==> config.mk <==
export PLATFORM = sky130hd
export DESIGN_NAME = pfsm_top
export DESIGN_NICKNAME = d
export VERILOG_FILES = /design/src/shared/pfsm_pkg.sv /design/src/hw/pfsm_top.sv
export VERILOG_INCLUDE_DIRS = /design/src /design/src/shared
export SDC_FILE = /design/constraint.sdc
export NUM_CORES = 1
export LEC_CHECK = 0
export ABC_AREA = 1
export BUFFER_PORTS_ARGS = -buffer_cell sky130_fd_sc_hd__buf_4
export CAP_MARGIN = 10
export CORE_MARGIN = 4
export CORE_UTILIZATION = 44
export DETAILED_ROUTE_END_ITERATION = 8
export PLACE_DENSITY = 0.85
export SYNTH_ARGS = -nofsm -noshare
export SYNTH_HDL_FRONTEND = slang
export SYNTH_SLANG_ARGS = --single-unit
==> constraint.sdc <==
create_clock -name i_clk -period 2.2 [get_ports i_clk]
set_clock_uncertainty 0.2 [all_clocks]
set_input_delay 0.11 -clock i_clk [delete_from_list [all_inputs] [get_ports i_clk]]
set_output_delay 0.11 -clock i_clk [all_outputs]
set_load 0.005 [all_outputs]
==> src/shared/pfsm_defs.svh <==
// Constant definitions for the port function select mux.
`ifndef PFSM_DEFS_SVH
`define PFSM_DEFS_SVH
`define PFSM_TMOD_PULSE   2'h1
`define PFSM_TMOD_ONESHOT 2'h2
`define PFSM_TMOD_WAIT    2'h3
`define PFSM_TCEG_RISE    2'h1
`define PFSM_SMD_I2C      3'h2
`define PFSM_RXSEL_P45    3'h3
`define PFSM_VLT_W        8
`define PFSM_VLT_RST      8'h00
`define PFSM_CH_N         4
`endif

==> src/shared/pfsm_pkg.sv <==
// Types shared by the port function select mux.
package pfsm_pkg;
  typedef struct packed {
    logic       xin_stop;
    logic       stop_all;
    logic       feedback_off;
    logic       osc_pin_select;
    logic       dir_osc_in_pin;
    logic       dir_osc_out_pin;
  } pfsm_osc_s;
  typedef struct packed {
    logic       off_a;
    logic [3:0] out_disable;
    logic [3:0] pwm_sel;
    logic [3:0] io_sel_2;
    logic [3:0] io_sel_1;
    logic [3:0] io_sel_0;
    logic       trigger_edge_hi;
    logic       trigger_edge_lo;
  } pfsm_trc_s;
  typedef enum logic [2:0] {
    PFSM_CH_PORT    = 3'b000,
    PFSM_CH_COMPARE = 3'b001,
    PFSM_CH_CAPTURE = 3'b010,
    PFSM_CH_TRIGGER = 3'b011,
    PFSM_CH_PWM     = 3'b100,
    PFSM_CH_OFF_A    = 3'b101
  } pfsm_ch_e;
endpackage

==> src/hw/pfsm_top.sv <==
// Pin function selection logic for the port pins.
`timescale 1ns/1ps
`include "pfsm_defs.svh"
// Summary of operation
// RULE_01: Oscillate with buffer and feedback resistor on.
// RULE_02: Oscillate, buffer on, feedback resistor off.
// RULE_03: Xin stopped: buffer off, pins may be ports.
// RULE_04: Stop mode turns buffer and resistor off.
// RULE_05: Pulse waveform on secondary timer pin.
// RULE_06: Programmable waveform when output control set.
// RULE_07: One-shot or wait one-shot waveform routing.
// RULE_08: Channel A output compare selection.
// RULE_09: Channels B to D output compare.
// RULE_10: Input capture regardless of output disable.
// RULE_11: Channel A pin as OFF_A trigger.
// RULE_12: Channel B outputs OFF_A waveform.
// RULE_13: Channels B to D output PWM waveform.
// RULE_14: Shared pin becomes CMOS open-drain clock.
// RULE_15: Pull-up follows pull-up control bit.
// RULE_16: High drive follows drive-select bit.
// RULE_17: Open-drain bit ignored in low-voltage mode.
// RULE_18: Low-voltage mode swaps Schmitt for CMOS.
// RULE_19: CMOS threshold from two threshold registers.
// RULE_20: Low-voltage on serial and interrupt pins.
// RULE_21: Pins are inputs after reset.
// RULE_22: Unmatched settings fall back to port.
module pfsm_top
  import pfsm_pkg::*;
(
  input  wire logic                    i_clk,                  // System clock, 25 MHz.
  input  wire logic                    i_rstn,                 // Synchronous reset, active low.
  input  wire pfsm_osc_s               i_osc,                  // Oscillator control bits.
  input  wire logic                    i_osc_in_pin,           // Oscillator input pin level.
  input  wire logic                    i_osc_out_pin,          // Oscillator output pin level.
  input  wire logic                    i_port_out_osc_in,      // Port data for oscillator input pin.
  input  wire logic                    i_port_out_osc_out,     // Port data for oscillator output pin.
  input  wire logic                    i_timer_out_ctrl,       // Secondary timer output control.
  input  wire logic                    i_timer_mode_hi,        // Timer mode field high bit.
  input  wire logic                    i_timer_mode_lo,        // Timer mode field low bit.
  input  wire logic [3:0]              i_tmr_wave,             // Pulse, programmable, one-shot, wait.
  input  wire pfsm_trc_s               i_trc,                  // Multi-channel timer settings.
  input  wire logic [3:0]              i_trc_cmp_wave,         // Compare waveforms A to D.
  input  wire logic [3:0]              i_trc_pwm_wave,         // PWM waveforms A to D.
  input  wire logic                    i_trc_off_a_wave,        // OFF_A waveform.
  input  wire logic [3:0]              i_trc_pin,              // Timer channel pin levels A to D.
  input  wire logic                    i_dir_shared_rx_pin,    // Direction of shared serial pin.
  input  wire logic                    i_sensor_unit_enable,   // Sensor unit enable.
  input  wire logic                    i_serial_low_voltage_en,// Serial low-voltage mode.
  input  wire logic                    i_irq_low_voltage_en,   // Interrupt low-voltage mode.
  input  wire logic [2:0]              i_serial_mode,          // Serial mode field.
  input  wire logic [2:0]              i_rx_pin_sel,           // Serial receive pin select.
  input  wire logic                    i_i2c_select,           // I2C select bit.
  input  wire logic                    i_serial_open_drain,    // Serial open-drain bit.
  input  wire logic                    i_serial_clk_out,       // Serial clock drive value.
  input  wire logic                    i_shared_rx_pin,        // Shared serial pin level.
  input  wire logic                    i_pullup_group_bit,     // Pull-up control for group four.
  input  wire logic                    i_drive_strength_bit,   // Drive select for group four.
  input  wire logic [7:0]              i_threshold_reg_zero,   // CMOS threshold setting zero.
  input  wire logic [7:0]              i_threshold_reg_one,    // CMOS threshold setting one.
  output logic                         o_osc_buffer_on,        // Oscillator buffer enable.
  output logic                         o_feedback_on,          // Feedback resistor enable.
  output logic [1:0]                   o_osc_pin_oe,           // Oscillator pin output enables.
  output logic [1:0]                   o_osc_pin_out,          // Oscillator pin drive values.
  output logic [1:0]                   o_osc_pin_in,           // Oscillator pin port input values.
  output logic                         o_secondary_timer_output, // Secondary timer pin drive.
  output logic [3:0]                   o_trc_pin_oe,           // Timer channel output enables.
  output logic [3:0]                   o_trc_pin_out,          // Timer channel drive values.
  output logic [3:0]                   o_trc_capture,          // Capture input values A to D.
  output logic                         o_multi_timer_trigger_in, // OFF_A trigger input.
  output logic [`PFSM_CH_N*3-1:0]      o_trc_func,             // Channel functions, packed enum.
  output logic                         o_serial_two_bus_clock, // Shared pin clock input value.
  output logic                         o_shared_cmos_in,       // Shared pin uses CMOS input.
  output logic                         o_shared_oe,            // Shared pin output enable.
  output logic                         o_shared_out,           // Shared pin drive value.
  output logic                         o_pullup_en,            // Pull-up attached.
  output logic                         o_high_drive,           // High drive strength.
  output logic                         o_serial_od_active,     // Serial output is open-drain.
  output logic [3:0]                   o_lv_cmos_en,           // CMOS input: uart0, uart2, irq, shared.
  output logic [7:0]                   o_threshold_zero,       // Applied threshold zero.
  output logic [7:0]                   o_threshold_one         // Applied threshold one.
);

  // ----------------------------------------------------------------
  // Input synchronisers
  // ----------------------------------------------------------------
  // Pin levels cross in from outside, so each goes through two stages.
  logic [6:0] pin_meta_reg, pin_meta_next;
  logic [6:0] pin_sync_reg, pin_sync_next;
  always_comb begin
    pin_meta_next = {i_osc_in_pin, i_osc_out_pin, i_trc_pin, i_shared_rx_pin};
    pin_sync_next = pin_meta_reg;
  end
  always_ff @(posedge i_clk) begin
    if (!i_rstn) begin
      pin_meta_reg <= 7'h00;
      pin_sync_reg <= 7'h00;
    end else begin
      pin_meta_reg <= pin_meta_next;
      pin_sync_reg <= pin_sync_next;
    end
  end

  // ----------------------------------------------------------------
  // Oscillator pin pair
  // ----------------------------------------------------------------
  logic       buf_next;
  logic       fb_next;
  logic [1:0] osc_oe_next;
  logic [1:0] osc_out_next;
  logic [1:0] osc_in_next;
  // Stop mode has priority: it kills the resistor even if feedback_off is clear.
  always_comb begin
    buf_next     = 1'b0;
    fb_next      = 1'b0;
    osc_oe_next  = 2'h0;
    osc_out_next = 2'h0;
    osc_in_next  = 2'h0;
    if (i_osc.osc_pin_select) begin
      if (i_osc.stop_all) begin
        buf_next = 1'b0; // RULE_04
        fb_next  = 1'b0; // RULE_04
      end else begin
        buf_next = !i_osc.xin_stop; // RULE_01 RULE_02 RULE_03
        fb_next  = !i_osc.feedback_off; // RULE_01 RULE_02 RULE_03
      end
    end else begin
      // Port mode on the pair; the buffer stays off.
      osc_oe_next  = {i_osc.dir_osc_in_pin, i_osc.dir_osc_out_pin}; // RULE_03 RULE_22
      osc_out_next = {i_port_out_osc_in, i_port_out_osc_out};
      osc_in_next  = pin_sync_reg[6:5];
    end
  end

  // ----------------------------------------------------------------
  // Secondary timer output
  // ----------------------------------------------------------------
  logic tmr_next;
  always_comb begin
    tmr_next = 1'b0;
    case ({i_timer_out_ctrl, i_timer_mode_hi, i_timer_mode_lo})
      {1'b0, `PFSM_TMOD_PULSE}:   tmr_next = i_tmr_wave[0]; // RULE_05
      {1'b1, `PFSM_TMOD_PULSE}:   tmr_next = i_tmr_wave[1]; // RULE_06
      {1'b0, `PFSM_TMOD_ONESHOT}: tmr_next = i_tmr_wave[2]; // RULE_07
      {1'b0, `PFSM_TMOD_WAIT}:    tmr_next = i_tmr_wave[3]; // RULE_07
      default:                    tmr_next = 1'b0;
    endcase
  end

  // ----------------------------------------------------------------
  // Multi-channel timer pins
  // ----------------------------------------------------------------
  pfsm_ch_e   ch_func [`PFSM_CH_N];
  logic [3:0] trc_oe_next, trc_out_next, trc_cap_next;
  logic       trig_next;
  logic [`PFSM_CH_N*3-1:0] func_next;
  genvar g;
  generate
    for (g = 0; g < `PFSM_CH_N; g++) begin : g_ch
      // Channel A has no PWM select bit; treat it as zero.
      logic psel;
      logic cmp_sel;
      assign psel    = (g == 0) ? 1'b0 : i_trc.pwm_sel[g];
      assign cmp_sel = i_trc.io_sel_1[g] | i_trc.io_sel_0[g];
      always_comb begin
        ch_func[g] = PFSM_CH_PORT; // RULE_22
        if (!i_trc.off_a) begin
          if (g == 0) begin
            if ((!i_trc.out_disable[0] && {i_trc.trigger_edge_hi, i_trc.trigger_edge_lo} == `PFSM_TCEG_RISE) ||
                (i_trc.out_disable[0] && i_trc.trigger_edge_hi)) begin
              ch_func[g] = PFSM_CH_TRIGGER; // RULE_11
            end
          end else if (g == 1 && !i_trc.out_disable[1]) begin
            ch_func[g] = PFSM_CH_OFF_A; // RULE_12
          end
        end else if (psel) begin
          if (!i_trc.out_disable[g]) begin
            ch_func[g] = PFSM_CH_PWM; // RULE_13
          end
        end else if (i_trc.io_sel_2[g]) begin
          ch_func[g] = PFSM_CH_CAPTURE; // RULE_10
        end else if (cmp_sel && !i_trc.out_disable[g]) begin
          ch_func[g] = PFSM_CH_COMPARE; // RULE_08 RULE_09
        end
      end
      assign trc_oe_next[g]  = (ch_func[g] == PFSM_CH_COMPARE) || (ch_func[g] == PFSM_CH_PWM) ||
                               (ch_func[g] == PFSM_CH_OFF_A);
      assign trc_out_next[g] = (ch_func[g] == PFSM_CH_COMPARE) ? i_trc_cmp_wave[g] :
                               (ch_func[g] == PFSM_CH_PWM)     ? i_trc_pwm_wave[g] :
                               (ch_func[g] == PFSM_CH_OFF_A)    ? i_trc_off_a_wave : 1'b0;
      assign trc_cap_next[g] = (ch_func[g] == PFSM_CH_CAPTURE) ? pin_sync_reg[g + 1] : 1'b0;
      assign func_next[g*3 +: 3] = ch_func[g];
    end
  endgenerate
  assign trig_next = (ch_func[0] == PFSM_CH_TRIGGER) ? pin_sync_reg[1] : 1'b0; // RULE_11

  // ----------------------------------------------------------------
  // Shared serial pin and low-voltage mode
  // ----------------------------------------------------------------
  logic       i2c_clk_mode;
  logic       sh_cmos_next, sh_oe_next, sh_out_next, sh_clk_next, od_next;
  logic [3:0] lv_next;
  always_comb begin
    i2c_clk_mode = !i_dir_shared_rx_pin && !i_sensor_unit_enable && !i_irq_low_voltage_en &&
                   (i_rx_pin_sel == `PFSM_RXSEL_P45) && (i_serial_mode == `PFSM_SMD_I2C) && i_i2c_select;
    // Low-voltage mode forces open drain, so the open-drain bit is ignored then.
    od_next      = i_serial_low_voltage_en | i_serial_open_drain; // RULE_17
    sh_cmos_next = i_serial_low_voltage_en && !i_dir_shared_rx_pin; // RULE_14 RULE_18
    // Open-drain drive: enable only while pulling low.
    sh_oe_next   = i2c_clk_mode && (od_next || i_serial_low_voltage_en) ? !i_serial_clk_out :
                   i2c_clk_mode ? 1'b1 : i_dir_shared_rx_pin; // RULE_14 RULE_22
    sh_out_next  = i2c_clk_mode ? (od_next ? 1'b0 : i_serial_clk_out) : 1'b0;
    sh_clk_next  = i2c_clk_mode ? pin_sync_reg[0] : 1'b1;
    // UART0, UART2 and interrupt pins each gain CMOS input in low-voltage mode.
    lv_next      = {sh_cmos_next, i_irq_low_voltage_en, i_serial_low_voltage_en,
                    i_serial_low_voltage_en}; // RULE_18 RULE_20
  end

  // ----------------------------------------------------------------
  // Output registers
  // ----------------------------------------------------------------
  // Reset clears all output enables, so every pin starts as an input.
  always_ff @(posedge i_clk) begin
    if (!i_rstn) begin
      o_osc_buffer_on          <= 1'b0;
      o_feedback_on            <= 1'b0;
      o_osc_pin_oe             <= 2'h0; // RULE_21
      o_osc_pin_out            <= 2'h0;
      o_osc_pin_in             <= 2'h0;
      o_secondary_timer_output <= 1'b0;
      o_trc_pin_oe             <= 4'h0; // RULE_21
      o_trc_pin_out            <= 4'h0;
      o_trc_capture            <= 4'h0;
      o_multi_timer_trigger_in <= 1'b0;
      o_trc_func               <= 12'h000;
      o_serial_two_bus_clock   <= 1'b1;
      o_shared_cmos_in         <= 1'b0;
      o_shared_oe              <= 1'b0; // RULE_21
      o_shared_out             <= 1'b0;
      o_pullup_en              <= 1'b0;
      o_high_drive             <= 1'b0;
      o_serial_od_active       <= 1'b0;
      o_lv_cmos_en             <= 4'h0;
      o_threshold_zero         <= `PFSM_VLT_RST;
      o_threshold_one          <= `PFSM_VLT_RST;
    end else begin
      o_osc_buffer_on          <= buf_next;
      o_feedback_on            <= fb_next;
      o_osc_pin_oe             <= osc_oe_next;
      o_osc_pin_out            <= osc_out_next;
      o_osc_pin_in             <= osc_in_next;
      o_secondary_timer_output <= tmr_next;
      o_trc_pin_oe             <= trc_oe_next;
      o_trc_pin_out            <= trc_out_next;
      o_trc_capture            <= trc_cap_next;
      o_multi_timer_trigger_in <= trig_next;
      o_trc_func               <= func_next;
      o_serial_two_bus_clock   <= sh_clk_next;
      o_shared_cmos_in         <= sh_cmos_next;
      o_shared_oe              <= sh_oe_next;
      o_shared_out             <= sh_out_next;
      o_pullup_en              <= i_pullup_group_bit; // RULE_15
      o_high_drive             <= i_drive_strength_bit; // RULE_16
      o_serial_od_active       <= od_next;
      o_lv_cmos_en             <= lv_next;
      o_threshold_zero         <= i_threshold_reg_zero; // RULE_19
      o_threshold_one          <= i_threshold_reg_one; // RULE_19
    end
  end

  // ----------------------------------------------------------------
  // Assertions
  // ----------------------------------------------------------------
  a_stop_kills_osc: assert property (@(posedge i_clk) disable iff (!i_rstn) // RULE_04
    i_osc.stop_all && i_osc.osc_pin_select |=> !o_osc_buffer_on && !o_feedback_on)
    else $error("Stop mode left oscillator on.");
  a_osc_run_buf: assert property (@(posedge i_clk) disable iff (!i_rstn) // RULE_01
    !i_osc.xin_stop && !i_osc.stop_all && i_osc.osc_pin_select |=> o_osc_buffer_on)
    else $error("Oscillator buffer not on.");
  a_fb_follows: assert property (@(posedge i_clk) disable iff (!i_rstn) // RULE_02
    !i_osc.stop_all && i_osc.osc_pin_select |=> o_feedback_on == !$past(i_osc.feedback_off))
    else $error("Feedback resistor mismatch.");
  // Reset leaves on a clock edge, so antecedents that hold at rest also ask for reset high.
  a_port_dir_osc: assert property (@(posedge i_clk) disable iff (!i_rstn) // RULE_03
    i_rstn && !i_osc.osc_pin_select |=> !o_osc_buffer_on && o_osc_pin_oe[1] == $past(i_osc.dir_osc_in_pin))
    else $error("Oscillator port direction wrong.");
  a_tmr_pulse: assert property (@(posedge i_clk) disable iff (!i_rstn) // RULE_05
    !i_timer_out_ctrl && !i_timer_mode_hi && i_timer_mode_lo |=> o_secondary_timer_output == $past(i_tmr_wave[0]))
    else $error("Pulse waveform not routed.");
  a_tmr_prog: assert property (@(posedge i_clk) disable iff (!i_rstn) // RULE_06
    i_timer_out_ctrl && !i_timer_mode_hi && i_timer_mode_lo |=> o_secondary_timer_output == $past(i_tmr_wave[1]))
    else $error("Programmable waveform not routed.");
  a_cap_no_oe: assert property (@(posedge i_clk) disable iff (!i_rstn) // RULE_10
    i_trc.off_a && i_trc.io_sel_2[0] |=> !o_trc_pin_oe[0])
    else $error("Capture pin driven.");
  a_od_ignored: assert property (@(posedge i_clk) disable iff (!i_rstn) // RULE_17
    i_serial_low_voltage_en |=> o_serial_od_active)
    else $error("Low-voltage mode not open-drain.");
  a_off_a_b: assert property (@(posedge i_clk) disable iff (!i_rstn) // RULE_12
    i_rstn && !i_trc.off_a && !i_trc.out_disable[1] |=>
      o_trc_pin_oe[1] && o_trc_pin_out[1] == $past(i_trc_off_a_wave))
    else $error("OFF_A waveform missing on channel B.");

endmodule // pfsm_top

======== After elaboration in Yosys (flattened, before gate mapping) ========
Index checks and enable logic that the tools add are counted.
word-level totals
  bits in registers ....................... 75
  RAM bits ................................ 0
  logic and storage cells ................. 135
  output and inout bits ................... 61
  memories kept ........................... 0
  bits in latches ......................... 0
  memory bits (read-only) ................. 0
cells by class
  equal/unequal tests ..................... 24
  multiply operators ...................... 0
  add/sub/neg operators ................... 0
  shifts and indexed selects .............. 0
  muxes and demuxes ....................... 35
  order comparisons ....................... 0
  reduce and logical (&&, ||, !) cells .... 42
  bitwise logic cells ..................... 8
  div/mod/pow operators ................... 0
operators by type and width
  kind                                                              number
  3-bit two-way mux                                                 11
  3-bit by 2-bit == test with 1-bit output (second input constant)  9
  3-bit == test (second input constant)                             9
  1-bit two-way mux                                                 18
  3-bit by 1-bit == test with 1-bit output (second input constant)  5
  1-bit logical AND                                                 13
  2-bit AND reduction                                               6
  1-bit zero test                                                   10
  1-bit logical OR                                                  10
  2-bit two-way mux                                                 5
  3-bit OR reduction                                                2
  1-bit OR                                                          5
  1-bit case mux with 4 select lines                                1
  1-bit inverter                                                    3
  2-bit by 1-bit == test with 1-bit output (second input constant)  1
  2-bit OR reduction                                                1

======== Longest topological paths before layout ========
  depth after elaboration ................. 10
  mapped depth ............................ 8
  mapped depth without buffers ............ 8

======== Worst setup path before layout ========
OpenSTA, ideal clock, no wires.
  kind .................................... input to register
  start ................................... input i_rstn
  end ..................................... register o_serial_two_bus_clock
  data arrival time ....................... 660 ps
  required time ........................... 1880 ps
  setup time .............................. 120 ps
  path slack .............................. 1220 ps
  path buffers ............................ 1
  stages on the path ...................... 5
  cells stage by stage .................... buf_4 nand3_1 nor2_1 nand2_1 or2_1
on the way
  cells in the longest elaborated chain, start to end .. 1
ends and longest elaborated chain
  element                               line             text
  from (decl)                           pfsm_top.sv:31   input wire logic i_rstn,
  2-bit AND reduction (no source line)  n/a
  to (signal assigned)                  pfsm_top.sv:257  o_serial_two_bus_clock <= sh_clk_next;
  to (decl)                             pfsm_top.sv:71   output logic o_serial_two_bus_clock,
No other way between the ends.
A chain may end at the register's enable or synchronous reset.

======== Final worst setup path ========
  start ................................... input i_rstn
  end ..................................... register o_osc_pin_oe[0]
on the way
  cells in the longest elaborated chain, start to end .. 2
ends and longest elaborated chain
  element                              line             text
  1-bit inverter (no source line)      n/a
  2-bit OR reduction (no source line)  n/a
  to (signal assigned)                 pfsm_top.sv:248  o_osc_pin_oe <= osc_oe_next;
  to (decl)                            pfsm_top.sv:62   output logic [1:0] o_osc_pin_oe,
No other way between the ends.

==> key figures <==
Status
  – Status: completed

Die
  – Die area: 0.006422 sq mm
  – Die X: 80.14 um
  – I/O pin count: ~150
  – Core ar.: 0.004880 sq mm
  – Rows: 25
  – Initial core utilization: 46.92%
  – Die Span Y: 80.14 um

Setup path
  – Required time worst endpoint: 2280 ps
  – Worst path depth: 6
  – Crit Path Max Fanout: 30
  – Buffers & Inverters on Critical Path: 4
  – R2R Path End: o_trc_capture[0]
  – R2R depth: 3
  – CP Class: input pin to register
  – CP delay by family, top: buffers and inverters
  – Slowest cell on crit path: dlygate4sd3_1
  – Crit-path most repeated cell: dlygate4sd3_1
  – Startpoint types: input pin
  – Critical Path End Type: register
  – Worst r2r src: pin_sync_reg[1]
  – CP peak stage delay: between 600 and 700 ps
  – Crit path DAT: 2180 ps
  – Critical-path cell list: dlygate4sd3_1, buf_4, buf_6, nand2_1, nor2_1, dlygate4sd3_1
  – Reg-to-reg slack, setup: 800 ps

Yosys
  – Mapped Area: between 0.002 and 0.0025 sq mm
  – EDFF count, synth: 0
  – Sequential area share after synthesis: 62.95%
  – Fraction of registers with async set/reset: 0%
  – Yosys reg bits: 72
  – Cells after Synth: 270
  – Mean Syn Cell Area: 8.480 sq um
  – Cell variety after synth: 25
  – Ys flop type: dfxtp_1
  – Mapped Nets: 357
  – YS warnings: 0

Power and ir drop
  – Power Total: 3.071 mW
  – Sequential power share: approximately 45%
  – Switching portion of total power: 22.56%
  – Peak VDD IR: 0.6524 mV
  – Net switching power: roughly 0.7 mW
  – PwrDens: 676.2 mW/mm^2
  – Leak Pwr: approximately 2.5 nW
  – Clock Power Share: 41.0%
  – Combinational cell fraction of total power: 14.3%
  – Pint: around 2.4 mW

Routing
  – Wire per inst: 16.71 um
  – Post-route DRC: 0
  – Vias: 2672
  – Pre-antenna DRT Iters: 4
  – Number of DRC markers in iteration 0: roughly 120
  – Detail Route Antenna Nets: 0
  – Vias per inst: roughly 4.6
  – Post-Route WL: 9.656 mm

GRT
  – Vias in the first global route: between 2000 and 3000
  – First-pass GRT wire length: ~15 mm
  – Largest net degree at the start of global routing: 31
  – Initial antenna violation count: 1
  – GR Util All Layers: 30.87%
  – Congestion Overflow GR: 0

Final layout
  – Largest regs: o_trc_func: 11 flops, o_threshold_one: 8 flops, o_threshold_zero: 8 flops
  – Layout Nets: 592
  – Ratio of cells with drive above 1 in the final layout: 32.75%
  – Area delta synth->final: 98.36%
  – Commonest non-fill, non-tap cell in the layout: buf_4
  – Most frequent cells in the layout: buf_4, dlygate4sd3_1, dfxtp_1, inv_1, nand2_1
  – Final core occ: 93.08%
  – Design area: 0.004542 sq mm
  – Most flops, register: o_trc_func
  – Max reg flops: 11
  – Finished Layout Cells: 578

Placement
  – Dpl cells: ~470
  – Post-DP HPWL: ~4.6 mm
  – Pre-CTS WS: 937.0 ps
  – RD Place Congestion: 0.6857
  – Port buffer count: 144
  – Area after DPL: between 0.003 and 0.004 sq mm

Worst hold path
  – Min-Delay Path Class: input pin to register
  – Worst hold start: i_serial_mode[0]
  – Hold Crit Depth: 6
  – Hold Path Sink: o_shared_oe

STA
  – Setup Total Neg Slack: 0 ps
  – Hold_ws: 25.12 ps
  – Hold Vio Cnt, Final: 0
  – Setup WS post-layout: 98.47 ps
  – FMAX: 0.4758 GHz
  – Final worst-path cycle share: 95.52%
  – Max Slew Vio Count: 0
  – RSZ-0062 raised after global routing: no
  – Setup-failing EPs final: 0
  – Min Clock Period, post-route: roughly 2100 ps

Clock tree
  – CTS tree: yes
  – Total clock sinks: 72
  – Clk Latency, worst-skew pair: 330 ps
  – Max Root-Sink Buffers: 2
  – Postcts setup bufs: 0
  – Clock root buffer: clkbuf_8
  – CTS H-tree lvls: 3
  – CTS buffer count: 9
  – Clock-pin slew on the worst setup and hold paths: 80 ps

Job
  – Maxcap violations: 0
## final cells by class
| class | instances | area [sq um] |
|---|---|---|
| multi-input cells | 124 | 554.3 |
| clock inverters | 7 | 118.9 |
| flip-flops and latches | 72 | 1441 |
| well taps | 67 | 83.83 |
| clock buffers | 9 | 123.9 |
| fillers | 168 | 337.8 |
| repair buffers | 233 | 1973 |
| diodes | 1 | 2.502 |
| inverters | 65 | 244.0 |
## cells in the mapped netlist, types with 2 or more instances
library cell   n  area, sq um
and2_1         2        12.51
inv_1         64        240.2
nor3_1         5        25.02
nor4_1         2        12.51
buf_2          3        15.01
o21ai_0        8        40.04
clkbuf_1       2        7.510
nand2_1       56        210.2
dfxtp_1       72         1441
nand3_1        8        40.04
a21oi_1        2        10.01
nor2_1        30        112.6
buf_4          4        30.03
## layer usage
layer | global-route usage, % | wire, um | up-vias
met5 | 0 | 0 | -
met4 | 16.72 | 435 | 0
met3 | 11.88 | 1013 | 36
met2 | 57.12 | 4880 | 165
li1 | - | - | 1250
met1 | 28.75 | 3326 | 1221
## what timing repair did
item,4_1_cts,5_1_grt
hold buffers,87,2
setup endpoints to repair,0,3
gates resized for setup,0,2
hold endpoints to repair,69,1
## power by group through the flow
stage | combinational [mW] | clock (mW) | sequential (mW)
after floorplan | 0.0864 | 0 | 1.40
after global placement | 0.284 | 0 | 1.40
after detailed placement | 0.293 | 0 | 1.40
after CTS | 0.404 | 1.26 | 1.37
after global routing | 0.469 | 1.33 | 1.38
final | 0.439 | 1.26 | 1.37
## how the worst max path moves through the flow
stage                            start                      to  slack (ps)
4_1_cts            i_serial_open_drain            o_shared_out         110
5_1_grt        i_serial_low_voltage_en            o_shared_out           7
3_3_place_gp                    i_rstn         o_osc_pin_in[0]         990
2_1_floorplan                   i_rstn  o_serial_two_bus_clock        1220
6_report                        i_rstn         o_osc_pin_oe[0]         100
3_5_place_dp                    i_rstn         o_osc_pin_in[0]         940
## cells by family after synthesis
group | after synthesis | share of synthesized area, %
and+or+nand+nor | 110 | 20.60
buffers and inverters | 74 | 12.95
DFF | 72 | 62.95
AOI/OAI and AO/OA | 13 | 3.334
other | 1 | 0.1638
## tightest hold or removal path: cells and delay by family
kind,cells,cell delay (ps)
and+or+nand+nor,4,240
AOI/OAI and AO/OA,1,80
buffers and inverters,1,90
Note: power is estimated with default switching activity, not from simulation.
